--- config.mk ---
export PLATFORM = sky130hd
export DESIGN_NAME = pwm_counter_compare_core
export DESIGN_NICKNAME = d
export VERILOG_FILES = /design/src/verilog/pcc_pkg.sv /design/src/verilog/pwm_counter_compare_core.sv
export VERILOG_INCLUDE_DIRS = /design/src /design/src/verilog
export SDC_FILE = /design/constraint.sdc
export NUM_CORES = 2
export LEC_CHECK = 0
export ABC_AREA = 1
export ABC_CLOCK_PERIOD_IN_PS = 8200
export BUFFER_PORTS_ARGS = -buffer_cell sky130_fd_sc_hd__buf_2
export CAP_MARGIN = 30
export CELL_PAD_IN_SITES_DETAIL_PLACEMENT = 0
export CELL_PAD_IN_SITES_GLOBAL_PLACEMENT = 1
export CORE_MARGIN = 3
export CORE_UTILIZATION = 51
export DETAILED_ROUTE_END_ITERATION = 12
export PLACE_DENSITY = 0.95
export SYNTH_ARGS = -nofsm -noshare
export SYNTH_HDL_FRONTEND = slang
export SYNTH_SLANG_ARGS = --single-unit
--- constraint.sdc ---
create_clock -name clk -period 8.2 [get_ports clk]
set_input_delay 0.41 -clock clk [delete_from_list [all_inputs] [get_ports clk]]
set_output_delay 0.41 -clock clk [all_outputs]
set_load 0.05 [all_outputs]
--- src/verilog/pcc_defines.svh ---
`ifndef PCC_DEFINES_SVH
`define PCC_DEFINES_SVH

// Register byte offsets.
`define PCC_CTRL_OFS 8'h00
`define PCC_CLKSRC_OFS 8'h04
`define PCC_PSC_BASE 8'h08
`define PCC_PER_BASE 8'h14
`define PCC_CNT_BASE 8'h20
`define PCC_CMP_BASE 8'h30
`define PCC_OUT_OFS 8'h48
`define PCC_CAPCTL_OFS 8'h4c
`define PCC_CAP_BASE 8'h50
`define PCC_TRIG_OFS 8'h68

// Field positions.
`define PCC_EN_LSB 0
`define PCC_CTYPE_LSB 4
`define PCC_COMP_LSB 12
`define PCC_CLKHALF_BIT 16
`define PCC_SRC_STRIDE 8
`define PCC_DIR_BIT 16
`define PCC_POL_LSB 0
`define PCC_MSKEN_LSB 8
`define PCC_MSKDAT_LSB 16
`define PCC_OE_LSB 24
`define PCC_BRAKEEN_BIT 30
`define PCC_CAPEN_LSB 0
`define PCC_CAPRISE_LSB 8
`define PCC_CAPFALL_LSB 16
`define PCC_TZERO_LSB 0
`define PCC_TPER_LSB 4
`define PCC_TCMP_LSB 8
`define PCC_TADC_LSB 16

// Reset values.
`define PCC_PER_RST 16'hffff
`define PCC_CMP_RST 16'h0000
`define PCC_PSC_RST 12'h000
`define PCC_SRC_RST 3'h0

`endif

--- src/verilog/pcc_pkg.sv ---
package pcc_pkg;

  typedef enum logic [1:0] {
    PCC_UP = 2'h0,
    PCC_DOWN = 2'h1,
    PCC_UPDOWN = 2'h2
  } pcc_count_type_t;

  typedef struct packed {
    logic zero;
    logic period;
    logic center;
  } pcc_pair_evt_t;

endpackage

--- src/verilog/pwm_counter_compare_core.sv ---
// Contract
// - Counter advances every prescale plus one ticks.
// - Sixteen-bit counters and sixteen-bit compare values.
// - Up, down and up-down counting selectable.
// - Up count: zero to period, period+1 clocks.
// - Up count: zero and period events.
// - Down count: period to zero, period+1 clocks.
// - Down count: zero and period events.
// - Up-down: zero, period, zero; 2*period clocks.
// - Up-down: zero event and center event.
// - Direction flag at counter bit 16.
// - Counter value readable any time.
// - Per-channel compare value raises match events.
// - Up-down: compare matches up and down.
// - Channel pairs share one counter always.
// - Six channels driven by three counters.
// - Complementary: even channel uses odd comparator.
// - Per-pair clock source select fields.
// - Module clock equals or doubles bus clock.
// - Interrupt and converter triggers on events.
// - Capture counter on chosen input edges.
// - Polarity, mask, output enable, brake.
// - Period and compare reload at cycle end.
`include "pcc_defines.svh"
`timescale 1ns/1ps
`default_nettype none

module pwm_counter_compare_core (
  input wire logic clk,
  input wire logic rst,
  input wire logic [7:0] addr,
  input wire logic [31:0] wrData,
  input wire logic wrEn,
  input wire logic rdEn,
  output logic [31:0] rdData,
  input wire logic [3:0] timerTrig,
  input wire logic [5:0] capIn,
  input wire logic brakeIn,
  output logic [5:0] pwmOut,
  output logic [5:0] pwmOe,
  output logic [5:0] cmpUpEvt,
  output logic [5:0] cmpDnEvt,
  output pcc_pkg::pcc_pair_evt_t [2:0] pairEvt,
  output logic [2:0] intReq,
  output logic [2:0] adcTrig
);

  logic [2:0] enQ;
  pcc_pkg::pcc_count_type_t ctypeQ [3];
  logic [2:0] compQ;
  logic clkHalfQ;
  logic halfQ;
  logic [2:0] srcSelQ [3];
  logic [11:0] pscValQ [3];
  logic [11:0] pscCntQ [3];
  logic [15:0] perShQ [3];
  logic [15:0] perBufQ [3];
  logic [15:0] cntQ [3];
  logic [2:0] dirQ;
  logic [15:0] cmpShQ [6];
  logic [15:0] cmpBufQ [6];
  logic [5:0] polQ;
  logic [5:0] mskEnQ;
  logic [5:0] mskDatQ;
  logic [5:0] oeQ;
  logic brakeEnQ;
  logic [5:0] capEnQ;
  logic [5:0] capRiseQ;
  logic [5:0] capFallQ;
  logic [5:0] capPrevQ;
  logic [15:0] capQ [6];
  logic [15:0] trigEnQ;
  logic [15:0] adcEnQ;
  logic [5:0] rawQ;

  logic sysTick;
  logic [2:0] pairTick;
  logic [2:0] pairLoad;
  logic [2:0] zeroHit;
  logic [2:0] perHit;
  logic [2:0] ctrHit;
  logic [15:0] cntNext [3];
  logic [2:0] dirNext;
  logic [5:0] hitUp;
  logic [5:0] hitDn;
  logic [31:0] rdVal;

  // When the module clock runs at twice the bus clock, the system source
  // ticks on every other cycle; at the 1/1 ratio it ticks every cycle.
  always_ff @(posedge clk) begin
    if (rst) begin
      halfQ <= 1'b0;
    end else begin
      halfQ <= ~halfQ;
    end
  end
  assign sysTick = ~clkHalfQ | halfQ;

  always_ff @(posedge clk) begin
    if (rst) begin
      enQ <= 3'h0;
      compQ <= 3'h0;
      clkHalfQ <= 1'b0;
      polQ <= 6'h00;
      mskEnQ <= 6'h00;
      mskDatQ <= 6'h00;
      oeQ <= 6'h00;
      brakeEnQ <= 1'b0;
      capEnQ <= 6'h00;
      capRiseQ <= 6'h00;
      capFallQ <= 6'h00;
      trigEnQ <= 16'h0000;
      adcEnQ <= 16'h0000;
      for (int p = 0; p < 3; p++) begin
        ctypeQ[p] <= pcc_pkg::PCC_UP;
        srcSelQ[p] <= `PCC_SRC_RST;
        pscValQ[p] <= `PCC_PSC_RST;
        perShQ[p] <= `PCC_PER_RST;
      end
      for (int c = 0; c < 6; c++) begin
        cmpShQ[c] <= `PCC_CMP_RST;
      end
    end else if (wrEn) begin
      if (addr == `PCC_CTRL_OFS) begin
        enQ <= wrData[`PCC_EN_LSB +: 3];
        compQ <= wrData[`PCC_COMP_LSB +: 3];
        clkHalfQ <= wrData[`PCC_CLKHALF_BIT];
        for (int p = 0; p < 3; p++) begin
          ctypeQ[p] <= pcc_pkg::pcc_count_type_t'(wrData[`PCC_CTYPE_LSB + 2 * p +: 2]);
        end
      end
      if (addr == `PCC_CLKSRC_OFS) begin
        for (int p = 0; p < 3; p++) begin
          srcSelQ[p] <= wrData[`PCC_SRC_STRIDE * p +: 3];
        end
      end
      if (addr == `PCC_OUT_OFS) begin
        polQ <= wrData[`PCC_POL_LSB +: 6];
        mskEnQ <= wrData[`PCC_MSKEN_LSB +: 6];
        mskDatQ <= wrData[`PCC_MSKDAT_LSB +: 6];
        oeQ <= wrData[`PCC_OE_LSB +: 6];
        brakeEnQ <= wrData[`PCC_BRAKEEN_BIT];
      end
      if (addr == `PCC_CAPCTL_OFS) begin
        capEnQ <= wrData[`PCC_CAPEN_LSB +: 6];
        capRiseQ <= wrData[`PCC_CAPRISE_LSB +: 6];
        capFallQ <= wrData[`PCC_CAPFALL_LSB +: 6];
      end
      if (addr == `PCC_TRIG_OFS) begin
        trigEnQ <= wrData[15:0];
        adcEnQ <= wrData[31:16];
      end
      for (int p = 0; p < 3; p++) begin
        if (addr == 8'(`PCC_PSC_BASE + 4 * p)) begin
          pscValQ[p] <= wrData[11:0];
        end
        if (addr == 8'(`PCC_PER_BASE + 4 * p)) begin
          perShQ[p] <= wrData[15:0];
        end
      end
      for (int c = 0; c < 6; c++) begin
        if (addr == 8'(`PCC_CMP_BASE + 4 * c)) begin
          cmpShQ[c] <= wrData[15:0];
        end
      end
    end
  end

  // Three counters, each shared by two channels.
  for (genvar p = 0; p < 3; p++) begin : g_pair
    logic srcTick;

    always_comb begin
      case (srcSelQ[p])
        3'h0: srcTick = sysTick;
        3'h1: srcTick = timerTrig[0];
        3'h2: srcTick = timerTrig[1];
        3'h3: srcTick = timerTrig[2];
        3'h4: srcTick = timerTrig[3];
        default: srcTick = 1'b0;
      endcase
    end

    // A prescale value lowered below the running count still wraps at once.
    assign pairTick[p] = enQ[p] & srcTick & (pscCntQ[p] >= pscValQ[p]);

    always_comb begin
      cntNext[p] = cntQ[p];
      dirNext[p] = dirQ[p];
      pairLoad[p] = 1'b0;
      case (ctypeQ[p])
        pcc_pkg::PCC_DOWN: begin
          dirNext[p] = 1'b0;
          if (cntQ[p] == 16'h0000) begin
            cntNext[p] = perShQ[p];
            pairLoad[p] = 1'b1;
          end else begin
            cntNext[p] = cntQ[p] - 16'h0001;
          end
        end
        pcc_pkg::PCC_UPDOWN: begin
          if (dirQ[p] && cntQ[p] < perBufQ[p]) begin
            cntNext[p] = cntQ[p] + 16'h0001;
          end else if (dirQ[p] && cntQ[p] != 16'h0000) begin
            dirNext[p] = 1'b0;
            cntNext[p] = cntQ[p] - 16'h0001;
          end else if (!dirQ[p] && cntQ[p] > 16'h0001) begin
            cntNext[p] = cntQ[p] - 16'h0001;
          end else begin
            cntNext[p] = 16'h0000;
            dirNext[p] = 1'b1;
            pairLoad[p] = 1'b1;
          end
        end
        default: begin
          dirNext[p] = 1'b1;
          if (cntQ[p] >= perBufQ[p]) begin
            cntNext[p] = 16'h0000;
            pairLoad[p] = 1'b1;
          end else begin
            cntNext[p] = cntQ[p] + 16'h0001;
          end
        end
      endcase
    end

    logic [15:0] perNext;
    assign perNext = pairLoad[p] ? perShQ[p] : perBufQ[p];
    assign zeroHit[p] = pairTick[p] & (cntNext[p] == 16'h0000);
    assign perHit[p] = pairTick[p] & (ctypeQ[p] != pcc_pkg::PCC_UPDOWN) & (cntNext[p] == perNext);
    assign ctrHit[p] = pairTick[p] & (ctypeQ[p] == pcc_pkg::PCC_UPDOWN) & (cntNext[p] == perNext);

    always_ff @(posedge clk) begin
      if (rst) begin
        pscCntQ[p] <= 12'h000;
        cntQ[p] <= 16'h0000;
        dirQ[p] <= 1'b1;
        perBufQ[p] <= `PCC_PER_RST;
      end else if (!enQ[p]) begin
        // A stopped counter sits at its start value with buffers tracking
        // software, so the first cycle after enable uses fresh values.
        pscCntQ[p] <= 12'h000;
        cntQ[p] <= (ctypeQ[p] == pcc_pkg::PCC_DOWN) ? perShQ[p] : 16'h0000;
        dirQ[p] <= (ctypeQ[p] != pcc_pkg::PCC_DOWN);
        perBufQ[p] <= perShQ[p];
      end else begin
        if (srcTick) begin
          pscCntQ[p] <= pairTick[p] ? 12'h000 : pscCntQ[p] + 12'h001;
        end
        if (pairTick[p]) begin
          cntQ[p] <= cntNext[p];
          dirQ[p] <= dirNext[p];
          if (pairLoad[p]) begin
            perBufQ[p] <= perShQ[p];
          end
        end
      end
    end

    always_ff @(posedge clk) begin
      if (rst) begin
        pairEvt[p] <= '0;
        intReq[p] <= 1'b0;
        adcTrig[p] <= 1'b0;
      end else begin
        pairEvt[p].zero <= zeroHit[p];
        pairEvt[p].period <= perHit[p];
        pairEvt[p].center <= ctrHit[p];
        intReq[p] <= (zeroHit[p] & trigEnQ[`PCC_TZERO_LSB + p])
                   | ((perHit[p] | ctrHit[p]) & trigEnQ[`PCC_TPER_LSB + p])
                   | (|((hitUp[2*p +: 2] | hitDn[2*p +: 2]) & trigEnQ[`PCC_TCMP_LSB + 2*p +: 2]));
        adcTrig[p] <= (zeroHit[p] & adcEnQ[`PCC_TZERO_LSB + p])
                    | ((perHit[p] | ctrHit[p]) & adcEnQ[`PCC_TPER_LSB + p])
                    | (|((hitUp[2*p +: 2] | hitDn[2*p +: 2]) & adcEnQ[`PCC_TCMP_LSB + 2*p +: 2]));
      end
    end
  end

  for (genvar c = 0; c < 6; c++) begin : g_chan
    localparam int PR = c / 2;
    localparam int ODD = c | 1;
    logic [15:0] cmpSel;

    assign cmpSel = (compQ[PR] && (c % 2 == 0)) ? cmpBufQ[ODD] : cmpBufQ[c];
    assign hitUp[c] = pairTick[PR] & dirNext[PR] & (cntNext[PR] == cmpSel);
    assign hitDn[c] = pairTick[PR] & ~dirNext[PR] & (cntNext[PR] == cmpSel);

    always_ff @(posedge clk) begin
      if (rst) begin
        cmpBufQ[c] <= `PCC_CMP_RST;
      end else if (!enQ[PR] || (pairTick[PR] && pairLoad[PR])) begin
        cmpBufQ[c] <= cmpShQ[c];
      end
    end

    // A compare hit outranks the cycle-boundary event, which gives clean
    // 0% and 100% duty at the extreme compare values.
    always_ff @(posedge clk) begin
      if (rst || !enQ[PR]) begin
        rawQ[c] <= 1'b0;
      end else if (ctypeQ[PR] == pcc_pkg::PCC_DOWN) begin
        if (hitDn[c]) begin
          rawQ[c] <= 1'b1;
        end else if (perHit[PR]) begin
          rawQ[c] <= 1'b0;
        end
      end else if (hitUp[c]) begin
        rawQ[c] <= 1'b0;
      end else if (hitDn[c] || zeroHit[PR]) begin
        rawQ[c] <= 1'b1;
      end
    end

    always_ff @(posedge clk) begin
      if (rst) begin
        cmpUpEvt[c] <= 1'b0;
        cmpDnEvt[c] <= 1'b0;
        pwmOut[c] <= 1'b0;
        pwmOe[c] <= 1'b0;
      end else begin
        cmpUpEvt[c] <= hitUp[c];
        cmpDnEvt[c] <= hitDn[c];
        if (brakeEnQ && brakeIn) begin
          pwmOut[c] <= 1'b0;
        end else if (mskEnQ[c]) begin
          pwmOut[c] <= mskDatQ[c];
        end else begin
          pwmOut[c] <= rawQ[c] ^ polQ[c];
        end
        pwmOe[c] <= oeQ[c] & ~(brakeEnQ & brakeIn);
      end
    end

    always_ff @(posedge clk) begin
      if (rst) begin
        capPrevQ[c] <= 1'b0;
        capQ[c] <= 16'h0000;
      end else begin
        capPrevQ[c] <= capIn[c];
        if (capEnQ[c] && ((capRiseQ[c] && capIn[c] && !capPrevQ[c])
            || (capFallQ[c] && !capIn[c] && capPrevQ[c]))) begin
          capQ[c] <= cntQ[PR];
        end
      end
    end
  end

  always_comb begin
    rdVal = 32'h0000_0000;
    if (addr == `PCC_CTRL_OFS) begin
      rdVal[`PCC_EN_LSB +: 3] = enQ;
      rdVal[`PCC_COMP_LSB +: 3] = compQ;
      rdVal[`PCC_CLKHALF_BIT] = clkHalfQ;
      for (int p = 0; p < 3; p++) begin
        rdVal[`PCC_CTYPE_LSB + 2 * p +: 2] = ctypeQ[p];
      end
    end
    if (addr == `PCC_CLKSRC_OFS) begin
      for (int p = 0; p < 3; p++) begin
        rdVal[`PCC_SRC_STRIDE * p +: 3] = srcSelQ[p];
      end
    end
    if (addr == `PCC_OUT_OFS) begin
      rdVal[`PCC_POL_LSB +: 6] = polQ;
      rdVal[`PCC_MSKEN_LSB +: 6] = mskEnQ;
      rdVal[`PCC_MSKDAT_LSB +: 6] = mskDatQ;
      rdVal[`PCC_OE_LSB +: 6] = oeQ;
      rdVal[`PCC_BRAKEEN_BIT] = brakeEnQ;
    end
    if (addr == `PCC_CAPCTL_OFS) begin
      rdVal[`PCC_CAPEN_LSB +: 6] = capEnQ;
      rdVal[`PCC_CAPRISE_LSB +: 6] = capRiseQ;
      rdVal[`PCC_CAPFALL_LSB +: 6] = capFallQ;
    end
    if (addr == `PCC_TRIG_OFS) begin
      rdVal = {adcEnQ, trigEnQ};
    end
    for (int p = 0; p < 3; p++) begin
      if (addr == 8'(`PCC_PSC_BASE + 4 * p)) begin
        rdVal[11:0] = pscValQ[p];
      end
      if (addr == 8'(`PCC_PER_BASE + 4 * p)) begin
        rdVal[15:0] = perShQ[p];
      end
      if (addr == 8'(`PCC_CNT_BASE + 4 * p)) begin
        rdVal[15:0] = cntQ[p];
        rdVal[`PCC_DIR_BIT] = dirQ[p];
      end
    end
    for (int c = 0; c < 6; c++) begin
      if (addr == 8'(`PCC_CMP_BASE + 4 * c)) begin
        rdVal[15:0] = cmpShQ[c];
      end
      if (addr == 8'(`PCC_CAP_BASE + 4 * c)) begin
        rdVal[15:0] = capQ[c];
      end
    end
  end

  // Read data is held only for the cycle after the strobe.
  always_ff @(posedge clk) begin
    if (rst) begin
      rdData <= 32'h0000_0000;
    end else begin
      rdData <= rdEn ? rdVal : 32'h0000_0000;
    end
  end

endmodule

`default_nettype wire

After elaboration in Yosys (flattened, before gate mapping)
Memory sizes are Yosys's and may differ from the RTL's.
Cells that the tools add are included.
Widths: inputs -> output; s select.
{ "op_classes": {"n_lt_le_gt_ge": 12, "n_shift": 0, "n_reduce_logical": 117, "bitwise_logic": 145, "n_mux": 319, "addsub": 9, "eq_ne": 67, "mul": 0, "div_mod_pow": 0} }
{ "op_table": {"columns": ["cell", "count"], "rows": [
  ["$mux 16", 72],
  ["$mux 1", 197],
  ["$mux 12", 15],
  ["$eq 16x16->1", 9],
  ["$logic_not 16->1", 6],
  ["$pmux 16 s2", 3],
  ["$eq 8x7->1 const B", 11],
  ["$or 1x1->1", 64],
  ["$and 1x1->1", 58],
  ["$eq 8x6->1 const B", 7],
  ["$mux 17", 3],
  ["$add 16x1->16 const B", 3],
  ["$ge 16x16->1", 3],
  ["$gt 16x1->1 const B", 3],
  ["$lt 16x16->1", 3],
  ["$reduce_bool 16->1", 3],
  ["$sub 16x1->16 const B", 3],
  ["$logic_and 1x1->1", 43],
  ["$mux 6", 7],
  ["$add 12x1->12 const B", 3],
  ["$ge 12x12->1", 3],
  ["$eq 8x5->1 const B", 4],
  ["$mux 31", 1],
  ["$mux 3", 8],
  ["other kinds (26)", 137]
]} }
{ "word_totals": {"in_bits": 55, "output_inout_bits": 71, "wordCells": 749, "ff_bits": 169, "romBits": 0, "n_memories": 10, "mem_bits_rw": 519, "latchBits": 0} }
{ "memory_table": {"columns": ["memory", "depth", "word_bits", "read_ports", "rd_clocked_by_memory_dff", "write_ports", "line_no", "source"], "rows": [
  ["capQ", 6, 16, 6, 0, 6, "pwm_counter_compare_core.sv:71", "logic [15:0] capQ [6];"],
  ["cmpBufQ", 6, 16, 6, 0, 6, "pwm_counter_compare_core.sv:61", "logic [15:0] cmpBufQ [6];"],
  ["cmpShQ", 6, 16, 6, 0, 6, "pwm_counter_compare_core.sv:60", "logic [15:0] cmpShQ [6];"],
  ["cntQ", 3, 16, 3, 0, 3, "pwm_counter_compare_core.sv:58", "logic [15:0] cntQ [3];"],
  ["perBufQ", 3, 16, 3, 0, 3, "pwm_counter_compare_core.sv:57", "logic [15:0] perBufQ [3];"],
  ["perShQ", 3, 16, 3, 0, 3, "pwm_counter_compare_core.sv:56", "logic [15:0] perShQ [3];"],
  ["4 more memories", null, null, null, null, null, null, null]
]} }

Depth between registers and ports, before layout
{ "depth": {"word_depth": 27, "mapped_depth": 31} }

Worst setup path before layout
No wires, ideal clock.
{ "synth_timing": {"kind": "reg-to-reg", "startpoint": "mem pscCntQ[2][0]", "endpoint": "mem cmpBufQ[4][0] (enable)", "path_buffers": 1, "stages_incl_launch_ff": 20, "required_time_ns": 7.811, "period_less_slack_ns": 3.537, "setup_ns": 0.389, "setup_slack_ns": 4.663, "arrival_time_ns": 3.148, "cell_sequence": "edfxtp_1 -> inv_1 -> ha_1 -> inv_1 -> nand2_1 -> a21oi_1 -> o21bai_1 -> a21oi_1 -> o21ai_1 -> nand3_1 -> nand2_1 -> a21boi_1 -> nor2_1 -> nor2_1 -> nor2_1 -> inv_1 -> a21oi_2 -> inv_2 -> clkbuf_1 -> nand2_1"} }
{ "synth_rtl": {"columns": ["item", "line_no", "source"], "rows": [
  ["start: declaration", "pwm_counter_compare_core.sv:55", "logic [11:0] pscCntQ [3];"],
  ["end: declaration", "pwm_counter_compare_core.sv:61", null]
]} }

==> results.txt <==
layout cells sized above 1 -> 9.36%
Area contributors post-synth -> edfxtp_1 (39%), nand2_1 (12%), dfxtp_1 (8.4%), nor2_1 (6.7%), inv_1 (6.5%)
Final GP Congestion -> 1.09
Reg-to-Reg Start -> cntQ[2][0]
cell taking the most area after synthesis -> edfxtp_1
hold_sp -> capIn[2]
CTS Root Cell -> clkbuf_16
Routed WL -> 165000 microns
post-synthesis sequential area ratio -> 47.1%
syn avg cell area -> 7.77 sq um
# setup viols final -> 0
CP cell instances -> inv_1, ha_1, inv_1, nand2_1, nand2_1, nand2_1, nand2_1, nand2_1, nand2_1, nand2_2, nand3_2, nand2_1, nand2_2, nand2_4, a21oi_2, buf_4, inv_2, nand2_1
crit-path max FO -> 36
Slew Limit Headroom -> 26.5%
CP max-delay cell -> nand2_1
die height -> 287 microns
Worst-Skew Late Latency -> 0.66 ns
grt total ovfl -> 0
Via Count -> 38000
first-pass GRT wire length -> 235000 microns
final slew viol count -> 0
RSZ-0062 raised after global routing -> no
Seq cells post-synth -> 688
Hold-fix buffers, CTS -> 4
pwr dens -> 197 mW/mm^2
most frequent cells after synthesis -> nand2_1 (1309), nor2_1 (717), inv_1 (699)
clock buffer depth -> 3
area grow syn2layout -> 10.7%
Yosys cell types -> 61
peak supply drop -> 168 uV
kind of cell adding the most delay to the critical path -> simple AND/OR/NAND/NOR gates
Fill cells -> 7264
post-synthesis cell area -> 0.0402 sq mm
initial antenna violation count -> 4
clk sink count -> 688
WP depth -> 18
Final Critical Period -> 4.91 ns
DR WL/cell -> 25.8 microns
status -> completed
Fmax -> 204 MHz
most frequent CP cell -> nand2_1
Post-CTS Setup Inserts -> 0
worst setup path class -> flop to flop
crit path launch -> cntQ[2][0]
Worst Hold Class -> input pin to flop
WHS -> 0.0450 ns
drt pass-1 iters -> 7
Net Count, Synth -> 5337
number of global-route vias before repair -> 35200
NumNets Final -> 5436
clk_skew -> 0.0290 ns
fin crit share -> 59.9%
I/O Pins -> 126
core region area -> 0.0778 sq mm
Crit. End Element -> flop
H-tree depth -> 3
synth warn -> 0
Avg Vias per Cell -> 5.96
largest net degree at the start of global routing -> 57
DRC -> 0
DP HPWL -> 126000 microns
CP bufs+invs -> 4
Main synth FF type -> edfxtp_1
Critical Path AT -> 5.09 ns
Static Leak -> 19.8 nW
post-CTS sizing -> 0
input/output buffers -> 125
die area -> 0.0823 sq mm
reg2reg path depth -> 18
# rows -> 102
clock slew seen by the registers of the worst setup and hold paths -> 0.06 ns
Post-Syn Instances -> 5180
DR iter-0 viols -> 5831
number of synthesized flops with an enable pin -> 519
Startpoint Class -> flop
total track usage -> 39.1%
number of max-cap violations -> 0
FFs w/ async S/R, synth -> 0%
Final Hold Fails -> 0
Yosys top cell area share -> 38.7%
critical path's largest stage delay -> 0.73 ns
Antenna Violating Nets Remaining -> 0
Worst-Margin Slew -> 1.09 ns
Hold Path Cell Cnt -> 3
worst path required time -> 8.38 ns
TritonCTS Buffers -> 77
most common cell in the synthesized netlist -> nand2_1
CTS tree -> yes
die width -> 287 microns
setup_tns -> 0 ns
Initial Utilization -> 51.7%
==> state kept, by name (all words and copies together) (netlist names), 9 cells and up <==
register / cells
cmpShQ: 96
perBufQ: 48
trigEnQ: 16
perShQ: 48
adcEnQ: 16
capQ: 96
cmpBufQ: 96
cntQ: 48
rdData: 32
pairEvt: 9
srcSelQ: 9
pscCntQ: 36
pscValQ: 36
==> worst reg2reg max path, cell delays in order (launching register included) <==
cell and delay, ns:
edfxtp_1 0.57, inv_1 0.49, ha_1 0.23, inv_1 0.04, nand2_1 0.04, nand2_1 0.04
nand2_1 0.05, nand2_1 0.05, nand2_1 0.06, nand2_1 0.05, nand2_2 0.18, nand3_2 0.31
nand2_1 0.18, nand2_2 0.21, nand2_4 0.34, a21oi_2 0.10, buf_4 0.23, inv_2 0.53
nand2_1 0.73
==> per-stage QoR <==
stage	std cells	power, mW	util [%]	cell area, sq um	setup WS, ns
6_report	6384	8.76	57.3	44600	3.29
2_1_floorplan	5180	4.79	-	40200	4.66
3_5_place_dp	6235	5.22	53.9	41900	3.30
5_1_grt	6382	8.99	57.2	44600	2.91
3_3_place_gp	6225	5.22	53.7	41800	3.41
4_1_cts	6381	8.71	57.2	44500	3.24
==> layout make-up <==
class                           count  area [sq um]  area share [%]
Timing Repair Buffer              190          1240            2.78
Inverter                          743          2790            6.26
Clock inverter                     38           385           0.865
Multi-Input combinational cell   3579         17700            39.7
Tap cell                         1040          1300            2.92
Sequential cell                   688         19000            42.6
Antenna cell                        2          5.00          0.0112
Clock buffer                      104          2170            4.87
==> power by group <==
part / switching, mW / total [mW] / internal (mW) / leakage, nW
registers: 0.109 / 3.97 / 3.86 / 6.80
clock network: 1.55 / 3.56 / 2.01 / 1.26
logic: 0.909 / 1.23 / 0.324 / 11.7
==> cells by family (layout without fill, tap and decap cells) <==
family / Yosys count / after routing / share of synthesized area (%)
muxes: 2 / 2 / 0.0497
adders and majority gates: 102 / 102 / 3.17
and+or+nand+nor: 2714 / 2714 / 29.3
DFF: 688 / 688 / 47.1
buffers and inverters: 913 / 1075 / 8.93
other: 0 / 2 / 0
AOI/OAI and AO/OA: 657 / 657 / 9.19
xor gates and xnor gates: 104 / 104 / 2.26
==> metal layers <==
layer / global-route usage (%) / share of wire [%]
met4: 20.2 / 6.2
met3: 10.4 / 12
met5: 0 / 0.014
met2: 59.0 / 43
met1: 51.8 / 38
==> cell usage in the layout, fill, tap and decap left out, types with 12 or more instances in the layout <==
master,instances
clkinv_2,15
nand3_2,21
xor2_1,92
clkinv_1,16
buf_4,51
edfxtp_1,519
nand2_1,1308
nor3_1,28
ha_1,102
nor2_1,716
or2_2,16
o22ai_1,51
o21ai_0,235
buf_2,125
inv_2,30
o21bai_1,13
a211oi_1,13
a22oi_1,27
inv_1,698
a21oi_1,186
nor2_2,27
nor3b_1,12
nand4_1,158
o21ai_2,18
o21ai_1,68
clkbuf_16,79
xnor2_1,12
clkbuf_1,14
nand3_1,344
o211ai_1,12
nand2_2,27
dfxtp_1,169
==> final timing paths <==
| path | to | slack [ns] |
|---|---|---|
| hold reg to reg | halfQ | 0.42 |
| setup reg to reg | perBufQ[2][15] | 3.29 |
| hold / removal | capPrevQ[2] | 0.04 |
| setup / recovery | perBufQ[2][15] | 3.29 |
Note: power is estimated with default switching activity, not from simulation.
